## src/verilog/i2c_target_consts.svh

```systemverilog
// Constants of the two-wire target interface with strap-set address
`ifndef I2C_TARGET_CONSTS_SVH
`define I2C_TARGET_CONSTS_SVH

`define BITS_PER_BYTE     4'h8
`define BIT_COUNT_RESET   4'h0
`define BIT_COUNT_STEP    4'h1
`define PTR_STEP          8'h01
`define PTR_RESET         8'h00
`define BYTE_RESET        8'h00
`define MSB_POS           7
`define DIR_BIT_POS       0
`define DIR_READ          1'b1
`define ADDR_FIXED_HI     4'hc
`define ADDR_LOW_W        3
`define SDA_DRIVE_LEVEL   1'b0
`define PIN_IDLE          1'b1

// Strap connection classes
`define STRAP_GND         2'h0
`define STRAP_RAIL        2'h1
`define STRAP_SCL         2'h2
`define STRAP_SDA         2'h3

// Low address bits for each strap pair {strap_1, strap_0}
`define LOW_GND_RAIL      3'h1
`define LOW_RAIL_GND      3'h2
`define LOW_RAIL_RAIL     3'h3
`define LOW_RAIL_SCL      3'h4
`define LOW_RAIL_SDA      3'h5
`define LOW_SCL_RAIL      3'h6
`define LOW_SDA_RAIL      3'h7
`define LOW_NONE          3'h0

`endif

```

## src/verilog/i2c_target_pkg.sv

```systemverilog
// Types of the two-wire target interface
package i2c_target_pkg;

	typedef enum logic [2:0] {
		ST_IDLE = 3'h0,
		ST_RECV = 3'h1,
		ST_ACK  = 3'h3,
		ST_SEND = 3'h2,
		ST_RACK = 3'h6
	} link_state_e;

	typedef enum logic [1:0] {
		PH_SLAVE_ADDR = 2'h0,
		PH_REG_ADDR   = 2'h1,
		PH_DATA       = 2'h3
	} byte_phase_e;

	typedef logic [1:0] strap_class_t;

endpackage

```

## src/verilog/i2c_target_strap_address.sv

```systemverilog
// Two-wire serial target: framing, strap address decode, register access
//
// Notes on behaviour
// - One bit per SCL rise, SDA steady
// - SDA change while SCL high is control
// - Idle: both lines released high
// - SDA fall with SCL high starts transfer
// - SDA rise with SCL high ends transfer
// - Repeated START restarts address parsing
// - After STOP or mismatch, ignore until START
// - Pull SDA low through ninth clock
// - Seven address bits MSB first, then direction
// - First byte after START is address
// - Two straps pick address or stand-alone
// - Single write: address, register, one data
// - Burst write: data bytes until master ends
// - Single read: address, register, Sr, one byte
// - Burst read continues until master NACK
`timescale 1ns/100ps
`include "i2c_target_consts.svh"

module i2c_target_strap_address
	import i2c_target_pkg::*;
(
	input  wire logic       sys_clk,
	input  wire logic       nrst,
	input  wire logic       scl_in,
	input  wire logic       sda_in,
	output logic            sda_out,
	output logic            sda_oe,
	input  wire logic       slave_id_strap_0,
	input  wire logic       slave_id_strap_1,
	output logic            standalone_mode,
	output logic            session_active,
	output logic [7:0]      reg_addr,
	output logic [7:0]      wr_data,
	output logic            wr_strobe,
	input  wire logic [7:0] rd_data,
	output logic            rd_strobe
);

	// Two-stage synchronisers, third stage for edge finding
	logic [1:0] scl_sync;
	logic [1:0] sda_sync;
	logic [1:0] st0_sync;
	logic [1:0] st1_sync;
	logic       scl_q;
	logic       sda_q;
	logic       st0_q;
	logic       st1_q;

	always_ff @(posedge sys_clk or negedge nrst) begin
		if (!nrst) begin
			scl_sync <= {2{`PIN_IDLE}};
			sda_sync <= {2{`PIN_IDLE}};
			st0_sync <= {2{`PIN_IDLE}};
			st1_sync <= {2{`PIN_IDLE}};
			scl_q    <= `PIN_IDLE;
			sda_q    <= `PIN_IDLE;
			st0_q    <= `PIN_IDLE;
			st1_q    <= `PIN_IDLE;
		end else begin
			scl_sync <= {scl_sync[0], scl_in};
			sda_sync <= {sda_sync[0], sda_in};
			st0_sync <= {st0_sync[0], slave_id_strap_0};
			st1_sync <= {st1_sync[0], slave_id_strap_1};
			scl_q    <= scl_sync[1];
			sda_q    <= sda_sync[1];
			st0_q    <= st0_sync[1];
			st1_q    <= st1_sync[1];
		end
	end

	logic scl_s;
	logic sda_s;
	logic scl_rise;
	logic scl_fall;
	logic start_seen;
	logic stop_seen;

	assign scl_s      = scl_sync[1];
	assign sda_s      = sda_sync[1];
	assign scl_rise   = scl_s & ~scl_q;
	assign scl_fall   = ~scl_s & scl_q;
	assign start_seen = scl_s & scl_q & sda_q & ~sda_s;
	assign stop_seen  = scl_s & scl_q & ~sda_q & sda_s;

	// Strap classing: a strap tied to a bus line follows it; one tied to
	// ground is seen low while that line is high. Compared only while all
	// inputs are stable, since sampling skew at edges would misclass.
	logic [1:0] seen_low;
	logic [1:0] off_scl;
	logic [1:0] off_sda;
	logic [1:0] next_seen_low;
	logic [1:0] next_off_scl;
	logic [1:0] next_off_sda;
	logic [1:0] strap_now;
	logic       quiet;

	assign strap_now = {st1_sync[1], st0_sync[1]};

	always_comb begin
		next_seen_low = seen_low;
		next_off_scl  = off_scl;
		next_off_sda  = off_sda;
		quiet = (scl_s == scl_q) && (sda_s == sda_q)
			&& (strap_now == {st1_q, st0_q});
		if (quiet) begin
			next_seen_low = seen_low | ~strap_now;
			next_off_scl  = off_scl | (strap_now ^ {2{scl_s}});
			next_off_sda  = off_sda | (strap_now ^ {2{sda_s}});
		end
	end

	always_ff @(posedge sys_clk or negedge nrst) begin
		if (!nrst) begin
			seen_low <= 2'h0;
			off_scl  <= 2'h0;
			off_sda  <= 2'h0;
		end else begin
			seen_low <= next_seen_low;
			off_scl  <= next_off_scl;
			off_sda  <= next_off_sda;
		end
	end

	function automatic strap_class_t class_of(input logic low,
		input logic o_scl, input logic o_sda);
		if (!low)
			class_of = `STRAP_RAIL;
		else if (!o_scl)
			class_of = `STRAP_SCL;
		else if (!o_sda)
			class_of = `STRAP_SDA;
		else
			class_of = `STRAP_GND;
	endfunction

	function automatic logic [`ADDR_LOW_W-1:0] low_bits(
		input strap_class_t c1, input strap_class_t c0);
		case ({c1, c0})
			{`STRAP_GND,  `STRAP_RAIL}: low_bits = `LOW_GND_RAIL;
			{`STRAP_RAIL, `STRAP_GND }: low_bits = `LOW_RAIL_GND;
			{`STRAP_RAIL, `STRAP_RAIL}: low_bits = `LOW_RAIL_RAIL;
			{`STRAP_RAIL, `STRAP_SCL }: low_bits = `LOW_RAIL_SCL;
			{`STRAP_RAIL, `STRAP_SDA }: low_bits = `LOW_RAIL_SDA;
			{`STRAP_SCL,  `STRAP_RAIL}: low_bits = `LOW_SCL_RAIL;
			{`STRAP_SDA,  `STRAP_RAIL}: low_bits = `LOW_SDA_RAIL;
			default:                    low_bits = `LOW_NONE;
		endcase
	endfunction

	strap_class_t           cls0;
	strap_class_t           cls1;
	logic [`ADDR_LOW_W-1:0] addr_low;
	logic [6:0]             own_addr;
	logic                   no_addr;

	assign cls0     = class_of(seen_low[0], off_scl[0], off_sda[0]);
	assign cls1     = class_of(seen_low[1], off_scl[1], off_sda[1]);
	assign addr_low = low_bits(cls1, cls0);
	assign own_addr = {`ADDR_FIXED_HI, addr_low};
	// Unlisted strap pairs leave the serial port unused as well
	assign no_addr  = (addr_low == `LOW_NONE);

	// Link engine
	link_state_e state;
	link_state_e next_state;
	byte_phase_e phase;
	byte_phase_e next_phase;
	logic [3:0]  bit_cnt;
	logic [3:0]  next_bit_cnt;
	logic [7:0]  shift;
	logic [7:0]  next_shift;
	logic [7:0]  next_reg_addr;
	logic [7:0]  next_wr_data;
	logic        next_wr_strobe;
	logic        next_rd_strobe;
	logic        read_dir;
	logic        next_read_dir;
	logic        master_ack;
	logic        next_master_ack;
	logic        next_sda_oe;
	logic        next_standalone;

	always_comb begin
		next_state      = state;
		next_phase      = phase;
		next_bit_cnt    = bit_cnt;
		next_shift      = shift;
		next_reg_addr   = reg_addr;
		next_wr_data    = wr_data;
		next_wr_strobe  = 1'b0;
		next_rd_strobe  = 1'b0;
		next_read_dir   = read_dir;
		next_master_ack = master_ack;
		next_sda_oe     = 1'b0;
		next_standalone = no_addr;
		if (stop_seen) begin
			next_state = ST_IDLE;
		end else if (start_seen && !no_addr) begin
			next_state   = ST_RECV;
			next_phase   = PH_SLAVE_ADDR;
			next_bit_cnt = `BIT_COUNT_RESET;
		end else begin
			case (state)
				ST_IDLE: begin
					next_state = ST_IDLE;
				end
				ST_RECV: begin
					if (scl_rise && bit_cnt != `BITS_PER_BYTE) begin
						next_shift   = {shift[6:0], sda_s};
						next_bit_cnt = bit_cnt + `BIT_COUNT_STEP;
					end else if (scl_fall && bit_cnt == `BITS_PER_BYTE) begin
						next_state  = ST_ACK;
						next_sda_oe = 1'b1;
						case (phase)
							PH_SLAVE_ADDR: begin
								next_read_dir =
									(shift[`DIR_BIT_POS] == `DIR_READ);
								if (shift[7:1] != own_addr) begin
									next_state  = ST_IDLE;
									next_sda_oe = 1'b0;
								end
							end
							PH_REG_ADDR: begin
								next_reg_addr = shift;
							end
							default: begin
								next_wr_data   = shift;
								next_wr_strobe = 1'b1;
							end
						endcase
					end
				end
				ST_ACK: begin
					next_sda_oe = 1'b1;
					if (scl_fall) begin
						next_bit_cnt = `BIT_COUNT_RESET;
						next_sda_oe  = 1'b0;
						// Phase moves here so a write steps the pointer only after data; a read steps it on every fetch
						case (phase)
							PH_SLAVE_ADDR: next_phase = PH_REG_ADDR;
							PH_REG_ADDR:   next_phase = PH_DATA;
							default: begin
								if (!read_dir)
									next_reg_addr = reg_addr + `PTR_STEP;
							end
						endcase
						if (read_dir) begin
							next_state     = ST_SEND;
							next_shift     = rd_data;
							next_rd_strobe = 1'b1;
							next_reg_addr  = reg_addr + `PTR_STEP;
							next_sda_oe    = ~rd_data[`MSB_POS];
						end else begin
							next_state = ST_RECV;
						end
					end
				end
				ST_SEND: begin
					next_sda_oe = ~shift[`MSB_POS];
					if (scl_fall) begin
						next_shift   = {shift[6:0], 1'b0};
						next_bit_cnt = bit_cnt + `BIT_COUNT_STEP;
						next_sda_oe  = ~shift[6];
						if (bit_cnt + `BIT_COUNT_STEP == `BITS_PER_BYTE) begin
							next_state  = ST_RACK;
							next_sda_oe = 1'b0;
						end
					end
				end
				ST_RACK: begin
					if (scl_rise)
						next_master_ack = ~sda_s;
					if (scl_fall) begin
						next_bit_cnt = `BIT_COUNT_RESET;
						if (master_ack) begin
							next_state     = ST_SEND;
							next_shift     = rd_data;
							next_rd_strobe = 1'b1;
							next_reg_addr  = reg_addr + `PTR_STEP;
							next_sda_oe    = ~rd_data[`MSB_POS];
						end else begin
							next_state = ST_IDLE;
						end
					end
				end
				default: begin
					next_state = ST_IDLE;
				end
			endcase
		end
	end

	always_ff @(posedge sys_clk or negedge nrst) begin
		if (!nrst) begin
			state           <= ST_IDLE;
			phase           <= PH_SLAVE_ADDR;
			bit_cnt         <= `BIT_COUNT_RESET;
			shift           <= `BYTE_RESET;
			reg_addr        <= `PTR_RESET;
			wr_data         <= `BYTE_RESET;
			wr_strobe       <= 1'b0;
			rd_strobe       <= 1'b0;
			read_dir        <= 1'b0;
			master_ack      <= 1'b0;
			sda_oe          <= 1'b0;
			standalone_mode <= 1'b0;
		end else begin
			state           <= next_state;
			phase           <= next_phase;
			bit_cnt         <= next_bit_cnt;
			shift           <= next_shift;
			reg_addr        <= next_reg_addr;
			wr_data         <= next_wr_data;
			wr_strobe       <= next_wr_strobe;
			rd_strobe       <= next_rd_strobe;
			read_dir        <= next_read_dir;
			master_ack      <= next_master_ack;
			sda_oe          <= next_sda_oe;
			standalone_mode <= next_standalone;
		end
	end

	// Open drain: only ever pulls low
	assign sda_out        = `SDA_DRIVE_LEVEL;
	assign session_active = (state != ST_IDLE);

endmodule // i2c_target_strap_address

```

## config.mk

```make
export PLATFORM = sky130hd
export DESIGN_NAME = i2c_target_strap_address
export DESIGN_NICKNAME = d
export VERILOG_FILES = /design/src/verilog/i2c_target_pkg.sv /design/src/verilog/i2c_target_strap_address.sv
export VERILOG_INCLUDE_DIRS = /design/src /design/src/verilog
export SDC_FILE = /design/constraint.sdc
export NUM_CORES = 1
export LEC_CHECK = 0
export BUFFER_PORTS_ARGS = -buffer_cell sky130_fd_sc_hd__buf_2
export CORE_MARGIN = 2
export CORE_UTILIZATION = 52
export CTS_BUF_LIST = sky130_fd_sc_hd__clkbuf_16
export DETAILED_ROUTE_END_ITERATION = 10
export PLACE_DENSITY = 0.73
export SYNTH_ARGS = -nofsm -noshare
export SYNTH_HDL_FRONTEND = slang
export SYNTH_SLANG_ARGS = --single-unit
```

## constraint.sdc

```tcl
create_clock -name sys_clk -period 2.57 [get_ports sys_clk]
set_input_delay 0.771 -clock sys_clk [delete_from_list [all_inputs] [get_ports sys_clk]]
set_output_delay 0.771 -clock sys_clk [all_outputs]
set_load 0.01 [all_outputs]
```

==> impl_metrics.yaml <==
cts:
  clock_tree.buffer_depth: 2
  numCtsBuffers: 9
  postCtsSetupRepairBufs: 0
  htreeDepth: 3
  clock_sinks: 57
  clk_pin_slew_worst_paths_ns: 0.05
  cts_tree: "done"
  holdBufCountCts: 0
  cts_root_buffer: "clkbuf_16"
  clk_latency_ns: 0.33
  cts.repair.resized: 0
hold_path:
  hp-class: "in2async"
detailed_routing:
  viasPerCell: 5.56
  first_pass_iters: 4
  ant_nets: 0
  vias: 2253
  wirelength_um: 6280
  drtIter0Drc: 153
  wire_per_inst_um: 15.5
  drc: 0
critical_path:
  crit_type: "reg2out"
  cp.required_ns: 1.80
  arrival_ns: 1.52
  r2r_start: "state[2]"
  critPathLaunch: "state[0]"
  rrSetupSlack_ns: 0.30
  end_kind: "primary output"
  cp-start-kind: "flip-flop"
  path_max_fanout: 10
yosys:
  synth_edf_count: 0
  synth_cell_type_count: 55
  ys_warn_count: 0
  synth_nets: 311
  synth_area_leader_cell: "dfrtp_1"
  synth_seq_cells: 57
  synth-seq-area-share_pct: 48.7
  synthTopCellsByArea: "dfrtp_1 (38%), dfstp_2 (11%), mux2_2 (6.5%), nand2_1 (4.8%), a21oi_1 (3.0%)"
  avgSynthCellArea_sq_um: 10.2
  synth_top_flop_cell: "dfrtp_1"
  netlist_instances: 291
  async_flop_share_pct: 100
  synth_area_sq_mm: 0.00296
  netlist.area_leader.share_pct: 38.0
place:
  dp.cells: 389
  dp_slack_ns: 0.357
  placed_cell_area_sq_mm: 0.00318
  port_buffers: 34
  gp_congestion: 0.956
  dp_hpwl_um: 4400
run:
  maxCapViolations: 0
floorplan:
  io_pins: 36
  die_height_um: 79.5
  die_w_um: 79.5
  die_area_sq_mm: 0.00631
  start_util_pct: 53.8
  core_sq_mm: 0.00551
  placementRows: 27
timing:
  whs_ns: 0.290
  finalCritPeriodShare_pct: 89.0
  tightest_slew_ns: 0.587
  skew_ns: 0.0130
  setup_slack_ns: 0.282
  relSlewSlack_pct: 60.8
  setup_viol: 0
  rsz0062_at_grt: "false"
  hold_viol: 0
  max_clock_freq_mhz: 437
  tns_ns: 0
  maxSlewViolCount: 0
  period_needed_ns: 2.29
global_route:
  grt_remaining_overflow: 0
  grt_pass1_vias: 2165
  grt_max_degree: 29
  antenna_found_initial: 0
  grt_pass1_wl_um: 10400
  track_usage_pct: 21.9
layout:
  fin_area_sq_mm: 0.00349
  finish.utilization_pct: 63.3
  antennaDiodeCount: 0
  area_growth_pct: 17.8
  stdcell_count: 405
  final_layout_size_suffix_gt1_share_pct: 26.7
  finalNetCount: 348
power:
  peakVddDrop_mv: 0.377
  p_per_area_mw_per_mm2: 652
  power.total_mw: 2.28
  leakagePower_nw: 1.59
status:
  status: "finished clean"
[synth_stat cells (all sizes together), types with 3 or more instances]
cell type / number
a21boi: 3
a21o: 3
a21oi: 18
a22o: 5
and3: 5
and3b: 4
buf: 12
dfrtp: 45
dfstp: 12
ha: 6
inv: 14
mux2: 17
mux2i: 5
nand2: 38
nand2b: 6
nand3: 8
nand4: 3
nor2: 16
nor2b: 4
nor3: 5
o211ai: 3
o21ai: 15
o21bai: 6
o22ai: 3
xnor2: 8
[sequential cells by signal, summed over array words and instances, names as in the netlist, 3 cells and up]
signal / count
state: 3
bit_cnt: 4
reg_addr: 8
shift: 8
wr_data: 8
[layout by cell type (no fill, tap or decap), drive strengths merged, types with 2 or more instances in the layout]
master  synthesis  routed
a21oi          18      18
nor2b           4       4
xnor2           8       8
nand4           3       3
dfrtp          45      45
o21ai          15      15
a31oi           2       2
nor2           16      16
clkbuf          1       9
o22ai           3       3
and3            5       5
bufinv          0       2
mux2           17      17
a22o            5       5
a21boi          3       3
dfstp          12      12
nand4b          2       2
ha              6       6
xor2            2       2
o211ai          3       3
and3b           4       4
nand2          38      38
clkinv          0       2
o21bai          6       6
a22oi           2       2
nor3            5       5
buf            12      39
and2            2       2
o21a            2       2
nand3           8       8
mux2i           5       5
a21o            3       3
inv            14      17
nand2b          6       6
[layer usage]
layer	GRT usage [%]	vias to the layer above	part of all wire, %
met3	6.33	18	4.6
met5	0	-	0
met1	28.7	1074	47
li1	-	1101	-
met4	12.1	0	2.8
met2	32.4	60	46
[layout make-up]
cell class,instances,area (sq um)
Clock buffer,9,225
Clock inverter,7,81.3
Fill cell,449,2020
Inverter,14,52.6
Multi-Input combinational cell,207,1390
Sequential cell,57,1440
Tap cell,72,90.1
Timing Repair Buffer,39,208
[report_power, final]
part	leakage (nW)	switching [mW]	internal, mW
combinational	0.745	0.0455	0.0399
sequential	0.686	0.0289	0.936
clock	0.163	0.394	0.831
total	1.59	0.468	1.81
[cells by family after synthesis]
| logic type | Yosys count | synth area share, % |
|---|---|---|
| buffers and inverters | 27 | 4.35 |
| XOR/XNOR | 10 | 2.96 |
| adder cells (fa/ha/maj) | 6 | 2.54 |
| AND/OR/NAND/NOR | 98 | 17.1 |
| other | 1 | 0.127 |
| AO/OA/AOI/OAI | 70 | 16.1 |
| flip-flops | 57 | 48.7 |
| multiplexers | 22 | 8.16 |
[worst paths after layout]
kind | end | cells after the start
max | session_active | 3
min | off_sda[0] | 1
max reg2reg | reg_addr[4] | 6
min reg2reg | scl_sync[1] | 0
max in group asynchronous | wr_data[6] | 2
min in group sys_clk | scl_sync[1] | 0
[critical path, stage by stage, from the launching register on]
cell,delay [ns]
dfrtp_1,0.47
buf_4,0.21
or3_1,0.37
buf_2,0.15
Power figures use the tool's default switching activity.
